$ cat src/ssc_defs.svh
`ifndef SSC_DEFS_SVH
`define SSC_DEFS_SVH
// Conversion clock numbering inside one cycle
`define SSC_CYC_W 4
`define SSC_CYC_FIRST 4'h1
`define SSC_CYC_CAL_LAST 4'h2
`define SSC_CYC_SAMPLE 4'h3
`define SSC_CYC_BIT_FIRST 4'h4
`define SSC_CYC_BIT_LAST 4'hd
`define SSC_CYC_LAST 4'he
// Result layout
`define SSC_RES_W 10
`define SSC_IDX_MSB 4'h9
`define SSC_TRIAL_INIT 10'h200
`define SSC_RES_RESET 10'h000
`endif

$ cat src/ssc_pkg.sv
`include "ssc_defs.svh"
package ssc_pkg;
    // Sequencer phase
    typedef enum logic [0:0] {
        SSC_IDLE,
        SSC_RUN
    } ssc_state_t;

    // Whole state of the sequencer
    typedef struct packed {
        logic clk_s1;                      // Conversion clock sync stage 1
        logic clk_s2;                      // Conversion clock sync stage 2
        logic clk_q;                       // Previous synced clock, for edges
        logic sc_s1;                       // Start sync stage 1
        logic sc_s2;                       // Start sync stage 2
        logic cmp_s1;                      // Comparator sync stage 1
        logic cmp_s2;                      // Comparator sync stage 2
        ssc_state_t state;                 // Idle or converting
        logic [`SSC_CYC_W-1:0] cycle;      // Current conversion clock 1..14
        logic dout;                        // Serial data level
        logic dout_oe;                     // Serial data driven
        logic cal_en;                      // Offset calibration active
        logic track_en;                    // Track-and-hold tracking
        logic sample_hold;                 // One-cycle hold strobe
        logic last_step;                   // LSB decided last cycle
        logic result_valid;                // One-cycle result strobe
    } ssc_top_st_t;

    // Whole state of the approximation register
    typedef struct packed {
        logic [`SSC_RES_W-1:0] trial;      // Code presented to the DAC
        logic [`SSC_RES_W-1:0] result;     // Decided bits
    } ssc_sar_st_t;
endpackage : ssc_pkg

$ cat src/ssc_sar_if.sv
`include "ssc_defs.svh"
interface ssc_sar_if;
    logic load;                            // Start a new approximation
    logic step;                            // Decide one bit
    logic comp;                            // Comparator: input above trial
    logic [`SSC_CYC_W-1:0] idx;            // Bit being decided
    logic [`SSC_RES_W-1:0] trial;          // Trial code
    logic [`SSC_RES_W-1:0] result;         // Finished result
    modport ctl (output load, output step, output comp, output idx, input trial, input result);
    modport sar (input load, input step, input comp, input idx, output trial, output result);
endinterface : ssc_sar_if

$ cat src/ssc_sar.sv
`include "ssc_defs.svh"
module ssc_sar (
    // Clock and reset
    input wire logic clk,
    input wire logic rst,
    // Sequencer side
    ssc_sar_if.sar bus
);
    ssc_pkg::ssc_sar_st_t s;
    ssc_pkg::ssc_sar_st_t next_s;

    // Binary search, one bit per step, MSB first
    always_comb begin
        next_s = s;
        if (bus.load) begin
            next_s.trial = `SSC_TRIAL_INIT;
            next_s.result = `SSC_RES_RESET;
        end else if (bus.step) begin
            // Straight binary: keep the bit when input is above it
            next_s.trial[bus.idx] = bus.comp;
            next_s.result[bus.idx] = bus.comp;
            if (bus.idx != 4'h0) begin
                next_s.trial[bus.idx - 4'h1] = 1'b1;
            end
        end
    end

    // State register
    always_ff @(posedge clk) begin
        if (rst) begin
            s <= '{trial: `SSC_TRIAL_INIT, result: `SSC_RES_RESET};
        end else begin
            s <= next_s;
        end
    end

    assign bus.trial = s.trial;
    assign bus.result = s.result;
endmodule : ssc_sar

$ cat src/ssc_top.sv
`include "ssc_defs.svh"
module ssc_top (
    // Clock and reset
    input wire logic clk,
    input wire logic rst,
    // Host pins
    input wire logic conv_clk,
    input wire logic start_convert_n,
    output logic dout,
    output logic dout_oe,
    // Analog core
    input wire logic comp_in,
    output logic cal_en,
    output logic track_en,
    output logic sample_hold,
    output logic [`SSC_RES_W-1:0] trial_code,
    // Parallel result
    output logic [`SSC_RES_W-1:0] result_bits,
    output logic result_valid
);
    ssc_pkg::ssc_top_st_t s;
    ssc_pkg::ssc_top_st_t next_s;
    ssc_sar_if sar_bus ();
    logic rise;
    logic fall;

    // True in the clocks that put out a result bit
    function automatic logic is_bit_cycle(input logic [`SSC_CYC_W-1:0] c);
        is_bit_cycle = (c >= `SSC_CYC_BIT_FIRST) && (c <= `SSC_CYC_BIT_LAST);
    endfunction : is_bit_cycle

    ssc_sar ssc_sar_i (
        .clk(clk),
        .rst(rst),
        .bus(sar_bus)
    );

    // Edges of the synced host clock; stage 1 is read only by stage 2
    assign rise = s.clk_s2 && !s.clk_q;
    assign fall = !s.clk_s2 && s.clk_q;

    // Load lands on the falling edge of clock 3, approximation steps on falling edges of clocks 4..13
    assign sar_bus.load = fall && (s.state == ssc_pkg::SSC_RUN) && (s.cycle == `SSC_CYC_SAMPLE);
    assign sar_bus.step = fall && (s.state == ssc_pkg::SSC_RUN) && is_bit_cycle(s.cycle);
    assign sar_bus.idx = 4'(`SSC_CYC_BIT_LAST - s.cycle);
    assign sar_bus.comp = s.cmp_s2;

    // Sequencer
    always_comb begin
        next_s = s;
        next_s.clk_s1 = conv_clk;
        next_s.clk_s2 = s.clk_s1;
        next_s.clk_q = s.clk_s2;
        next_s.sc_s1 = start_convert_n;
        next_s.sc_s2 = s.sc_s1;
        next_s.cmp_s1 = comp_in;
        next_s.cmp_s2 = s.cmp_s1;
        next_s.sample_hold = 1'b0;
        next_s.last_step = 1'b0;
        next_s.result_valid = s.last_step;
        case (s.state)
            ssc_pkg::SSC_IDLE: begin
                // Output floats; input keeps tracking while waiting
                next_s.dout_oe = 1'b0;
                next_s.track_en = 1'b1;
                if (rise && !s.sc_s2) begin
                    next_s.state = ssc_pkg::SSC_RUN;
                    next_s.cycle = `SSC_CYC_FIRST;
                    next_s.dout_oe = 1'b1;
                    next_s.dout = 1'b0;
                    next_s.cal_en = 1'b1;
                end
            end
            ssc_pkg::SSC_RUN: begin
                if (rise) begin
                    if (s.cycle == `SSC_CYC_LAST) begin
                        // Chained conversion, no idle clock between
                        next_s.cycle = `SSC_CYC_FIRST;
                        next_s.cal_en = 1'b1;
                        next_s.dout = 1'b0;
                    end else begin
                        next_s.cycle = 4'(s.cycle + 4'h1);
                    end
                    if (s.cycle == `SSC_CYC_BIT_LAST) begin
                        // Ready for next conversion: LSB ends here
                        next_s.dout = 1'b0;
                        next_s.track_en = 1'b1;
                    end
                end else if (fall) begin
                    if (s.cycle == `SSC_CYC_CAL_LAST) begin
                        next_s.cal_en = 1'b0;
                    end
                    if (s.cycle == `SSC_CYC_SAMPLE) begin
                        next_s.track_en = 1'b0;
                        next_s.sample_hold = 1'b1;
                    end
                    if (is_bit_cycle(s.cycle)) begin
                        // Bit changes just after the falling edge
                        next_s.dout = s.cmp_s2;
                        next_s.last_step = (s.cycle == `SSC_CYC_BIT_LAST);
                    end
                    if (s.cycle == `SSC_CYC_LAST) begin
                        if (s.sc_s2) begin
                            next_s.state = ssc_pkg::SSC_IDLE;
                            next_s.dout_oe = 1'b0;
                            next_s.dout = 1'b0;
                        end else begin
                            next_s.dout = 1'b0;
                        end
                    end
                end
            end
            default: begin
                next_s.state = ssc_pkg::SSC_IDLE;
                next_s.dout_oe = 1'b0;
            end
        endcase
    end

    // State register
    always_ff @(posedge clk) begin
        if (rst) begin
            s <= '0;
        end else begin
            s <= next_s;
        end
    end

    // Outputs straight from flip-flops
    assign dout = s.dout;
    assign dout_oe = s.dout_oe;
    assign cal_en = s.cal_en;
    assign track_en = s.track_en;
    assign sample_hold = s.sample_hold;
    assign result_valid = s.result_valid;
    assign trial_code = sar_bus.trial;
    assign result_bits = sar_bus.result;
endmodule : ssc_top

$ cat config.mk
export PLATFORM = sky130hd
export DESIGN_NAME = ssc_top
export DESIGN_NICKNAME = d
export VERILOG_FILES = /design/src/ssc_pkg.sv /design/src/ssc_sar_if.sv /design/src/ssc_sar.sv /design/src/ssc_top.sv
export VERILOG_INCLUDE_DIRS = /design/src /design/src/src
export SDC_FILE = /design/constraint.sdc
export NUM_CORES = 1
export LEC_CHECK = 0
export BUFFER_PORTS_ARGS = -buffer_cell sky130_fd_sc_hd__buf_4
export CORE_UTILIZATION = 50
export DETAILED_ROUTE_END_ITERATION = 6
export PLACE_DENSITY = 0.8
export REMOVE_ABC_BUFFERS = 1
export SKIP_CTS_REPAIR_TIMING = 1
export SKIP_LAST_GASP = 1
export SLEW_MARGIN = 20
export SYNTH_ARGS = -nofsm -noshare
export SYNTH_HDL_FRONTEND = slang
export SYNTH_SLANG_ARGS = --single-unit
$ cat constraint.sdc
create_clock -name clk -period 2.1 [get_ports clk]
set_clock_uncertainty 0.05 [all_clocks]
set_input_delay 0.63 -clock clk [delete_from_list [all_inputs] [get_ports clk]]
set_output_delay 0.63 -clock clk [all_outputs]
set_load 0.01 [all_outputs]
Word level (Yosys, flattened, before mapping)

Index checks and enable logic that the tools add are counted.

Eq/ne operators: 17
Muxes and demuxes: 29
Order comparisons: 6
Add/subtract/negate cells: 3
Bitwise operators: 4
Reductions and logical operators: 21

Operators with widths:

| operator                                                          | number |
|---|---|
| bitwise mux 10 bit                                                | 2 |
| case mux 9 bit (2 select lines)                                   | 1 |
| 2-to-1 mux 1 bit                                                  | 16 |
| AND reduction 4 bit                                               | 3 |
| < comparator 4 x 5 -> 1 bit, second input constant                | 2 |
| 2-to-1 mux 10 bit                                                 | 1 |
| bitwise OR 10 bit                                                 | 1 |
| logical AND 1 bit                                                 | 9 |
| != test 3 x 1 -> 1 bit, second input constant                     | 3 |
| demux 1 bit (select 4 bit)                                        | 2 |
| == test 4 x 2 -> 1 bit, second input constant                     | 2 |
| == test 4 bit, second input constant                              | 2 |
| greater-or-equal comparator 4 x 1 -> 1 bit, second input constant | 2 |
| 2-to-1 mux 4 bit                                                  | 2 |
| 2-to-1 mux 8 bit                                                  | 1 |
| != test 2 x 1 -> 1 bit, second input constant                     | 4 |
| 2-to-1 mux 2 bit                                                  | 3 |
| 2-to-1 mux 6 bit                                                  | 1 |
| != test 3 x 2 -> 1 bit, second input constant                     | 2 |
| OR reduction 5 bit                                                | 1 |
| adder 4 x 1 -> 4 bit, second input constant                       | 1 |
| greater-or-equal comparator 4 x 3 -> 1 bit, second input constant | 1 |
| <= comparator 4 bit, second input constant                        | 1 |
| != test 2 bit, second input constant                              | 2 |
| other kinds (11)                                                  | 15 |

Bits in registers: 39
Output and inout port bits: 26

Logic depth before layout (Yosys ltp)

Gate-level depths: netlist (run 1).

Word-level depth: 8
Depth in mapped cells: 8
Gate-level depth less buffers: 7

Cells and area by module

A second synthesis (run 1) with hierarchy kept.

Cell total of the unflattened synthesis: 210
Area total of the unflattened synthesis: 1,866.8 um^2

Modules (own cells, without submodules):

| module  | area each (um^2) | times used | cells each | sequential area each (um^2) |
|---|---|---|---|---|
| ssc_sar | 984.7            | 1          | 112        | 400.4 |
| ssc_top | 882.1            | 1          | 98         | 380.4 |

Worst setup path after synthesis (run 1)

OpenSTA, ideal clock, no wires.

Kind: register -> register
From: register s[8] (netlist name)
To: register ssc_sar_i.s, in the netlist ssc_sar_i.bus.trial[2]
Arrival: 1.816 ns
Stages on the path, launching flop included: 8
Period minus slack after synthesis: 2.013 ns
Buffers on the path: 2
Path slack: 0.087 ns
Setup time: 0.146 ns
Cell sequence: dfxtp_1 buf_6 inv_1 ha_1 clkbuf_1 nor4_1 mux2i_1 o32ai_1

Word-level cells in the longest chain between the ends: 8
Elaborated cells on any way between the ends: 23
Classes of those cells: add/sub: 2; order compare: 6; eq/ne: 1; mux: 6; bitwise: 1; reduce/logical: 7

Ends and longest elaborated chain:

| what                                                                                 | line                         | source |
|---|---|---|
| start, declared                                                                      | ssc_top.sv:21                | `ssc_pkg::ssc_top_st_t s;` |
| start signal, assigned                                                               | ssc_top.sv:125               | `s <= next_s;` |
| subtractor 4 bit (no line)                                                           | n/a                          |  |
| subtractor 4 x 1 -> 4 bit (tied with other cells)                                    | ssc_sar.sv:23                | `next_s.trial[bus.idx - 4'h1] = 1'b1;` |
| < comparator 4 x 5 -> 1 bit (implied by the code) (tied with other cells)            | ssc_sar.sv:23                |  |
| logical AND 1 bit (implied by the code) or 2-to-1 mux 1 bit (tied branches)          | ssc_sar.sv:23, ssc_sar.sv:20 |  |
| 2-to-1 mux 1 bit (implied by the code) or demux 1 bit (select 4 bit) (tied branches) | n/a                          |  |
| demux 1 bit (select 4 bit) or bitwise mux 10 bit (tied branches)                     | n/a                          |  |
| bitwise OR 10 bit (no line)                                                          | n/a                          |  |
| 2-to-1 mux 10 bit                                                                    | ssc_sar.sv:22                | `if (bus.idx != 4'h0) begin` |
| end signal, assigned                                                                 | ssc_sar.sv:31                | `` s <= '{trial: `SSC_TRIAL_INIT, result: `SSC_RES_RESET}; `` |
| end signal, assigned                                                                 | ssc_sar.sv:33                | `s <= next_s;` |
| end, declared                                                                        | ssc_sar.sv:9                 | `ssc_pkg::ssc_sar_st_t s;` |

Several ways; a longest one is shown, not always the timed one.
A chain may end at the register's enable or synchronous reset.

Worst setup path after layout (run 1)

From: register s[8] (netlist name)
To: register s, in the netlist dout

Word-level cells in the longest chain between the ends: 5
Elaborated cells on any way between the ends: 13
Classes of those cells: order compare: 2; eq/ne: 4; mux: 5; reduce/logical: 2

Ends and longest elaborated chain:

| what |
|---|
| parallel branches: the longest is 5 deep, another holds greater-or-equal comparator 4 x 3 -> 1 bit |

Parallel ways; which one is timed is not known. The select of a mux whose other input is x is not followed.

==> metrics.md, run 1 <==
| Metric | Value |
|---|---|
| Distinct cells, synth | 50 |
| Post-Syn Area | 0.001856 mm^2 |
| Cell type with the highest aggregate area in the netlist | dfxtp_1 |
| Cell with the most instances after synthesis | dfxtp_1 |
| Avg Cell Area, Syn | 8.836 um^2 |
| Final Hold Fails | 0 |
| Vias in the first global route | 1,601 |
| CTS clk-pin slew, worst paths | about 70 ps |
| Critical path type | reg -> reg |
| Vias after detailed routing | 1,701 |
| Die area | 0.003959 mm^2 |
| Die Ht | 62.92 um |
| Max IR drop VDD | 498.4 uV |
| Largest net degree at the start of global routing | 19 |
| First-pass GRT wire length | between 7 and 8 mm |
| Biggest fanout along the worst timing path | 6 |
| Arrival @ worst endpoint | about 2200 ps |
| CTS tree | yes |
| Share of layout cells above drive strength 1 | 25.00% |
| Initial antenna violation count | 0 |
| Final Hold Slack | 386.9 ps |
| CTS Sinks | 39 |
| Area grow syn2layout | 25.08% |
| Final Max Tran Viols | 0 |
| CP endpoint kind | flop |
| GP Congestion | 0.9248 |
| Maximum clock rate | approximately 0.50 GHz |
| DR WL/cell | 14.13 um |
| Diode count | 0 |
| CORE AREA | roughly 0.0034 mm^2 |
| Status | finished, final reports clean |
| Post-synth top cells | dfxtp_1 (39), a21oi_1 (20), nor2_1 (18) |
| Fraction of registers with async set/reset | 0% |
| Final period utilization | 95.56% |
| DR pass1 iterations | 4 |
| Post-synth EDFFs | 0 |
| Synth Register Bits | 39 |
| Post-Route WL | 4.266 mm |
| Pre-CTS WS | 82.42 ps |
| Cells after Synth | 210 |
| Synth Warn # | 0 |
| Total power | between 1 and 1.5 mW |
| Pwr dens | 596.8 mW/mm^2 |
| Fin util | 67.43% |
| DRT antenna net count | 0 |
| Post-layout nets | approximately 260 |
| Worst-Margin Slew | 557.6 ps |
| Cts bufs inserted | 5 |
| Vias per cell | 5.632 |
| Max H-tree Level | 2 |
| Leak | between 0.9 and 1 nW |
| I/O Pins | 31 |
| Top FF cell, synth | dfxtp_1 |
| Setup Viol. Count Final | 0 |
| Synth area leaders | dfxtp_1 (42%), a21oi_1 (5.4%), mux2i_1 (5.4%), nor2_1 (3.6%), nor2b_1 (3.0%) |
| Min Tclk post-route | between 2000 and 2500 ps |
| Max-cap viol count | 0 |
| Fillers | 312 |
| Cell Rows | 21 |
| Final setup margin | 93.15 ps |
| RSZ-0062 raised after global routing | false |
| Initial Utilization | 53.91% |
| Critical path required time | 2260 ps |
| Clock root buffer | clkbuf_8 |
| Overflow after GRT | 0 |
| Drt initial violations | 121 |
| Clock buffer depth | 2 |
| Rel. slew slack | 62.43% |
| Post-synth top area share | 42.08% |
| GRT Resource Usage Total | 24.09% |
| Startpoint Class | flop |
| Hold Crit Class | reg -> reg |
| Sequential area share after synthesis | 42.08% |
| Drc violations | 0 |
| Worst skew pair latency | 300 ps |
| Post-DP HPWL | 3.045 mm |
| Die X-Extent | 62.92 um |
| I/O Buffers | 30 |
## through the flow
| stage | instance area [um^2] | std cells | setup TNS (ps) |
|---|---|---|---|
| 2_1_floorplan | 1800 | 200 | -90.28 |
| 3_3_place_gp | 2218 | 294 | 0 |
| 3_5_place_dp | 2218 | 294 | 0 |
| 4_1_cts | 2318 | 302 | 0 |
| 5_1_grt | 2321 | 302 | 0 |
| 6_report | 2321 | 302 | 0 |
## layout by cell type, fill, tap and decap left out, types with 2 or more instances in the layout
| cell | netlist | layout |
|---|---|---|
| nand3_1 | 9 | 9 |
| nor2_1 | 18 | 18 |
| nor2b_1 | 9 | 9 |
| nand2b_1 | 8 | 8 |
| clkbuf_8 | 0 | 7 |
| a22oi_1 | 2 | 2 |
| nor4_1 | 3 | 3 |
| or3_4 | 2 | 2 |
| a211oi_1 | 2 | 2 |
| ha_1 | 4 | 4 |
| mux2i_1 | 10 | 10 |
| dfxtp_1 | 39 | 37 |
| xnor2_1 | 4 | 4 |
| inv_1 | 6 | 6 |
| or4_1 | 2 | 2 |
| or3b_1 | 2 | 2 |
| nand2_1 | 13 | 13 |
| o21ai_0 | 10 | 10 |
| nand4_1 | 3 | 3 |
| o32ai_1 | 2 | 2 |
| dfxtp_2 | 0 | 2 |
| nor4b_1 | 2 | 2 |
| nor3_1 | 6 | 6 |
| a21oi_1 | 20 | 20 |
| buf_4 | 2 | 48 |
## cells by family (layout without fill, tap and decap cells)
group / after synthesis / in the layout / synth area share [%]
AO/OA/AOI/OAI: 47 / 47 / 15.31
XOR/XNOR: 5 / 5 / 2.765
adder cells (fa/ha/maj): 4 / 4 / 2.697
buffers and inverters: 16 / 62 / 4.180
flip-flops: 39 / 39 / 42.08
multiplexers: 11 / 11 / 6.002
AND/OR/NAND/NOR: 88 / 88 / 26.97
## path summary, 6_finish.rpt
| kind | cells past startpoint | from | slack (ps) | endpoint |
|---|---|---|---|---|
| setup reg to reg | 6 | s[8]$_SDFFE_PP0P_ | 90 | dout$_SDFFE_PP0P_ |
| setup / recovery | 6 | s[8]$_SDFFE_PP0P_ | 90 | dout$_SDFFE_PP0P_ |
| hold reg to reg | 1 | next_s[0]$_SDFF_PP0_ | 390 | result_valid$_SDFF_PP0_ |
| hold / removal | 1 | next_s[0]$_SDFF_PP0_ | 390 | result_valid$_SDFF_PP0_ |
## power by group
| group | internal, mW | leakage (nW) | switching (mW) |
|---|---|---|---|
| Combinational | 0.0316 | 0.559 | 0.0413 |
| Sequential | 0.750 | 0.317 | 0.00833 |
| Clock | 0.299 | 0.0515 | 0.254 |
| Total | 1.08 | 0.928 | 0.304 |
## registers in the layout, summed over array words and instances, names as in the netlist
signal and count:
s 7, track_en 1, next_s 5, ssc_sar_i.bus.result 10
result_valid 1, sample_hold 1, dout 1, sar_bus.comp 1
dout_oe 1, cal_en 1, ssc_sar_i.bus.trial 10
## cell type report
cell class                 instances  area [um^2]  area share [%]
tap                               46        57.56           2.480
clock buffer                       8        100.1           4.313
multi-input combinational        155        997.2           42.96
timing repair buffer              48        360.3           15.53
inverter                           6        22.52          0.9703
sequential                        39        783.3           33.75
## per-layer routing
metal | wire (um) | share of wire, % | up-vias | track usage, %
met5 | 0 | 0 | - | 0
met2 | 1915 | 45 | 68 | 37.50
met3 | 241 | 5.6 | 12 | 5.109
met1 | 2007 | 47 | 782 | 30.93
met4 | 102 | 2.4 | 0 | 12.79
li1 | - | - | 839 | -
## critical path, stage by stage, from the launching register on
cell and delay, ps:
dfxtp_2 380, inv_1 80, ha_1 260, a211o_1 330
a21boi_0 340, mux2_2 380, o32ai_1 100
No activity file was read; power rests on OpenSTA's default activity.
==> run 2: changes to the inputs <==
--- a/config.mk
+++ b/config.mk
@@ -10,6 +10,7 @@
 export CORE_UTILIZATION = 50
 export DETAILED_ROUTE_END_ITERATION = 6
 export PLACE_DENSITY = 0.8
+export RECOVER_POWER = 25
 export REMOVE_ABC_BUFFERS = 1
 export SKIP_CTS_REPAIR_TIMING = 1
 export SKIP_LAST_GASP = 1
==> metrics.md, run 2 (same netlist as run 1, synthesis figures left out) <==
| Metric | Value |
|---|---|
| Cell Rows | 21 (unchanged) |
| GRT Resource Usage Total | 24.09% (unchanged) |
| Leak | 0.8946 nW (-3.5%) |
| Post-route cell area | 0.002291 mm^2 (-1.3%) |
| Max-cap viol count | 0 (unchanged) |
| Vias after detailed routing | 1,689 (-0.71%) |
| Placed cell area | 0.002218 mm^2 (unchanged) |
| Most frequent cells in the layout | buf_4 (40), dfxtp_1 (37), a21oi_1 (20) |
| Area grow syn2layout | 23.47% |
| Clock buffer depth | 2 (unchanged) |
| Share of layout cells above drive strength 1 | 21.88% (-3.1 points) |
| Drt initial violations | 121 (unchanged) |
| First-pass GRT wire length | 7.389 mm (unchanged) |
| Fillers | 320 (+2.6%) |
| CTS tree | yes |
| Logic gate share of total power | 5.2% (about the same) |
| Critical path type | reg -> reg |
| Final Hold Fails | 0 (unchanged) |
| Biggest fanout along the worst timing path | 6 (unchanged) |
| CORE AREA | 0.003442 mm^2 (unchanged) |
| RSZ-0062 raised after global routing | false |
| Max IR drop VDD | 498.6 uV (about the same) |
| Hold Crit Class | reg -> reg |
| Sw frac | 22.04% (+0.11 points) |
| Post-DP HPWL | 3.045 mm (unchanged) |
| Vias per cell | 5.593 (-0.71%) |
| Status | finished, final reports clean |
| Startpoint Class | flop |
| Final Max Tran Viols | 0 (unchanged) |
| DR pass1 iterations | 4 (unchanged) |
| Seq pwr share | 54.8% (about the same) |
| DR WL/cell | 14.15 um (+0.14%) |
| I/O Pins | 31 (unchanged) |
| Arrival @ worst endpoint | 2150 ps (-20 ps) |
| CP endpoint kind | flop |
| Setup Viol. Count Final | 0 (unchanged) |
| Worst skew pair latency | 300 ps (about the same) |
| Vias in the first global route | 1,601 (unchanged) |
| Initial Utilization | 53.91% (unchanged) |
| Die X-Extent | 62.92 um (unchanged) |
| Clock share of power | 40.1% (about the same) |
| Clock root buffer | clkbuf_8 |
| CTS Sinks | 39 (unchanged) |
| Post-layout nets | 264 (unchanged) |
| Crit-path slowest cell | dfxtp_2 |
| NetSw | 0.3053 mW (+0.50%) |
| Rel. slew slack | 46.56% (-16 points) |
| Sequential cell area | 783.3 um^2 (unchanged) |
| DRT antenna net count | 0 (unchanged) |
| Overflow after GRT | 0 (unchanged) |
| Buf/Inv on CP | 1 (unchanged) |
| Internal Power | 1.080 mW (-0.16%) |
| GP Congestion | 0.9248 (unchanged) |
| Multi-input logic area | 997.2 um^2 (unchanged) |
| Worst-Margin Slew | 801.5 ps (+243.9 ps) |
| Critical path required time | 2260 ps (about the same) |
| Maximum clock rate | 0.5020 GHz (+0.75%) |
| Final period utilization | 94.85% (-0.71 points) |
| Initial antenna violation count | 0 (unchanged) |
| Diode count | 0 (unchanged) |
| Max H-tree Level | 2 (unchanged) |
| Critical path, cell by cell | inv_1 > ha_1 > a211o_1 > a21boi_0 > mux2_2 > o32ai_1 |
| Slowest Stage Delay on Critical Path | 380 ps (about the same) |
| Min Tclk post-route | 1992 ps (-14.99 ps) |
| Pwr dens | 604.6 mW/mm^2 (+1.3%) |
| CTS clk-pin slew, worst paths | 70 ps (about the same) |
| Die Ht | 62.92 um (unchanged) |
| Drc violations | 0 (unchanged) |
| Post-Route WL | 4.272 mm (+0.14%) |
| Largest net degree at the start of global routing | 19 (unchanged) |
| Cts bufs inserted | 5 (unchanged) |
| Commonest non-fill, non-tap cell in the layout | buf_4 |
| Die area | 0.003959 mm^2 (unchanged) |
| Largest delay share family, worst path | compound AO/OA/AOI/OAI gates |
| I/O Buffers | 30 (unchanged) |
| Setup tns final | 0 ps (unchanged) |
| Fin util | 66.56% (-0.87 points) |
==> run 2: cell types whose count changed in the layout (fill, tap and decap cells not counted), sizes merged <==
cell / delta
buf: -8
clkbuf: +8
==> run 2: layout make-up <==
| class | count | share of cell area (%) |
|---|---|---|
| multi-input combinational | 155 | 43.53 |
| inverter | 6 | 0.9831 |
| sequential | 39 | 34.19 |
| clock buffer | 8 | 4.369 |
| timing repair buffer | 48 | 14.42 |
| tap | 46 | 2.512 |
==> run 2: worst paths after layout <==
path | from | endpoint | slack [ps] | cells past startpoint
worst min-delay path | next_s[0]$_SDFF_PP0_ | result_valid$_SDFF_PP0_ | 390 | 1
worst min register to register | next_s[0]$_SDFF_PP0_ | result_valid$_SDFF_PP0_ | 390 | 1
worst max register to register | s[8]$_SDFFE_PP0P_ | dout$_SDFFE_PP0P_ | 110 | 6
worst max-delay path | s[8]$_SDFFE_PP0P_ | dout$_SDFFE_PP0P_ | 110 | 6
==> run 2: stage by stage <==
stage               total power, mW  worst slack (ps)  hold WS, ps  std cells
floorplan                    0.8108            -90.28        363.8        200
global placement             0.8469             106.1        368.1        294
detailed placement           0.8473             82.42        373.4        294
CTS                           1.391             58.22        389.8        302
global route                  1.434           0.05840        416.9        302
finish                        1.385             108.1        387.3        302
==> run 2: routing by layer <==
layer | share of wire, % | GRT usage [%] | vias to the layer above
met4 | 1.9 | 12.79 | 0
met2 | 45 | 37.50 | 51
met5 | 0 | 0 | -
met3 | 4.6 | 5.109 | 8
met1 | 48 | 30.93 | 790
li1 | - | - | 840
==> run 2: power by group through the flow <==
stage                     registers, mW  clock network (mW)  logic [mW]
final                             0.759               0.555      0.0714
after floorplan                   0.780                   0      0.0308
after global routing              0.760               0.596      0.0773
after detailed placement          0.776                   0      0.0717
after global placement            0.776                   0      0.0714
after CTS                         0.759               0.560      0.0726
==> run 3: changes to the inputs <==
==> constraint.sdc (replaced) <==
create_clock -name clk -period 2.1 [get_ports clk]
set_clock_uncertainty 0.05 [all_clocks]
set_input_delay 0.42 -clock clk [delete_from_list [all_inputs] [get_ports clk]]
set_output_delay 0.42 -clock clk [all_outputs]
set_load 0.01 [all_outputs]
==> metrics.md, run 3 (same netlist as run 1, synthesis figures left out) <==
| Metric | Value |
|---|---|
| Vias per cell | 5.540 (-0.94%) |
| Rel. slew slack | 46.36% (-0.21 points) |
| Min-delay src | conv_clk |
| Initial antenna violation count | 0 (unchanged) |
| CORE AREA | 0.003442 mm^2 (unchanged) |
| Critical path type | reg -> reg |
| Max IR drop VDD | 464.4 uV (-6.8%) |
| Drc violations | 0 (unchanged) |
| Placed cell area | 0.002218 mm^2 (unchanged) |
| Register-to-register setup slack | 120 ps (about the same) |
| Most frequent cells in the layout | buf_4 (38), dfxtp_1 (37), a21oi_1 (20) |
| Biggest fanout along the worst timing path | 11 (+5) |
| Fin util | 65.76% (-0.80 points) |
| Hold EP | next_s[17]$_SDFF_PP0_ |
| R2r startpoint | s[9]$_SDFFE_PP0P_ |
| Die X-Extent | 62.92 um (unchanged) |
| DR pass1 iterations | 5 (+1) |
| CTS Sinks | 39 (unchanged) |
| Maximum clock rate | 0.5039 GHz (+0.37%) |
| CTS clk-pin slew, worst paths | 70 ps (about the same) |
| CTS tree | yes |
| Max H-tree Level | 2 (unchanged) |
| First-pass GRT wire length | 7.376 mm (-0.18%) |
| Post-route cell area | 0.002263 mm^2 (-1.2%) |
| Max-cap viol count | 0 (unchanged) |
| Status | finished, final reports clean |
| DR WL/cell | 14.00 um (-1.0%) |
| Worst-Margin Slew | 804.7 ps (+3.116 ps) |
| Hold depth | 2 (+1) |
| Initial Utilization | 53.91% (unchanged) |
| Die Ht | 62.92 um (unchanged) |
| Cts bufs inserted | 5 (unchanged) |
| Leak | 0.8751 nW (-2.2%) |
| RSZ-0062 raised after global routing | true |
| Clock buffer depth | 2 (unchanged) |
| GP Congestion | 0.9259 (+0.12%) |
| Share of layout cells above drive strength 1 | 21.26% (-0.62 points) |
| Final Hold Slack | 289.2 ps (-98.11 ps) |
| Post-Route WL | 4.200 mm (-1.7%) |
| Final Hold Fails | 0 (unchanged) |
| Die area | 0.003959 mm^2 (unchanged) |
| Vias after detailed routing | 1,662 (-1.6%) |
| Worst r2r path cells | 5 (-1) |
| Setup tns final | 0 ps (unchanged) |
| I/O Buffers | 30 (unchanged) |
| DRT antenna net count | 0 (unchanged) |
| Drt initial violations | 101 (-17%) |
| Pwr dens | 568.3 mW/mm^2 (-6.0%) |
| Arrival @ worst endpoint | 2120 ps (-30 ps) |
| Critical path required time | 2230 ps (-30 ps) |
| Area grow syn2layout | 21.98% |
| Diode count | 0 (unchanged) |
| CP endpoint kind | flop |
| Final Max Tran Viols | 0 (unchanged) |
| Worst skew pair latency | 290 ps (about the same) |
| Largest net degree at the start of global routing | 20 (+1) |
| Vias in the first global route | 1,612 (+0.69%) |
| Post-layout nets | 264 (unchanged) |
| Final period utilization | 94.50% (-0.35 points) |
| Min Tclk post-route | 1985 ps (-7.306 ps) |
| Cell Rows | 21 (unchanged) |
| GRT Resource Usage Total | 23.78% (-0.31 points) |
| Overflow after GRT | 0 (unchanged) |
| Commonest non-fill, non-tap cell in the layout | buf_4 |
| I/O Pins | 31 (unchanged) |
| Reg2reg end | ssc_sar_i.bus.trial[3]$_SDFFE_PP0P_ |
| Setup Viol. Count Final | 0 (unchanged) |
| Clock root buffer | clkbuf_8 |
| Startpoint Class | flop |
| Post-DP HPWL | 3.040 mm (-0.15%) |
| Hold Crit Class | in -> reg |
## run 3: worst max-delay path, cell delays in order (launching register included)
cell and delay, ps:
dfxtp_2 380, ha_1 270, or3b_1 360, a211oi_1 340
or3b_1 370, o311ai_0 100
## run 3: metrics by stage
stage / power, mW / worst slack (ps) / std cells
floorplan: 0.8108 / -90.28 / 200
global placement: 0.8469 / 105.7 / 294
finish: 1.286 / 115.4 / 300
detailed placement: 0.8475 / 62.53 / 294
CTS: 1.305 / 47.63 / 300
global route: 1.348 / -8.400 / 300
## run 3: how the worst max path moves through the flow
stage,from,to,slack [ps],cells past startpoint
after detailed placement,s[9]$_SDFFE_PP0P_,ssc_sar_i.bus.trial[3]$_SDFFE_PP0P_,60,5
after global placement,s[9]$_SDFFE_PP0P_,ssc_sar_i.bus.trial[3]$_SDFFE_PP0P_,110,5
final,s[9]$_SDFFE_PP0P_,ssc_sar_i.bus.trial[3]$_SDFFE_PP0P_,120,5
after floorplan,s[8]$_SDFFE_PP0P_,ssc_sar_i.bus.trial[1]$_SDFFE_PP0P_,-90,6
after CTS,s[9]$_SDFFE_PP0P_,ssc_sar_i.bus.trial[3]$_SDFFE_PP0P_,50,5
after global routing,s[9]$_SDFFE_PP0P_,ssc_sar_i.bus.trial[3]$_SDFFE_PP0P_,-8,5
## run 3: layout make-up
| class | instances | area, um^2 |
|---|---|---|
| timing repair buffer | 48 | 322.8 |
| tap | 46 | 57.56 |
| sequential | 39 | 783.3 |
| inverter | 6 | 22.52 |
| multi-input combinational | 155 | 1005 |
| clock buffer | 6 | 72.57 |
| fill | 304 | 1179 |
## run 3: report_power, final
part / total, mW / internal [mW] / switching, mW
Sequential: 0.759 / 0.751 / 0.00837
Combinational: 0.0711 / 0.0300 / 0.0411
Clock: 0.456 / 0.221 / 0.235
## run 3: routing by layer
metal | up-vias | global-route usage (%) | wire length, um
met5 | - | 0 | 0
met4 | 0 | 10.17 | 74
met3 | 8 | 7.482 | 272
met2 | 60 | 36.02 | 1875
met1 | 761 | 30.84 | 1977
li1 | 833 | - | -
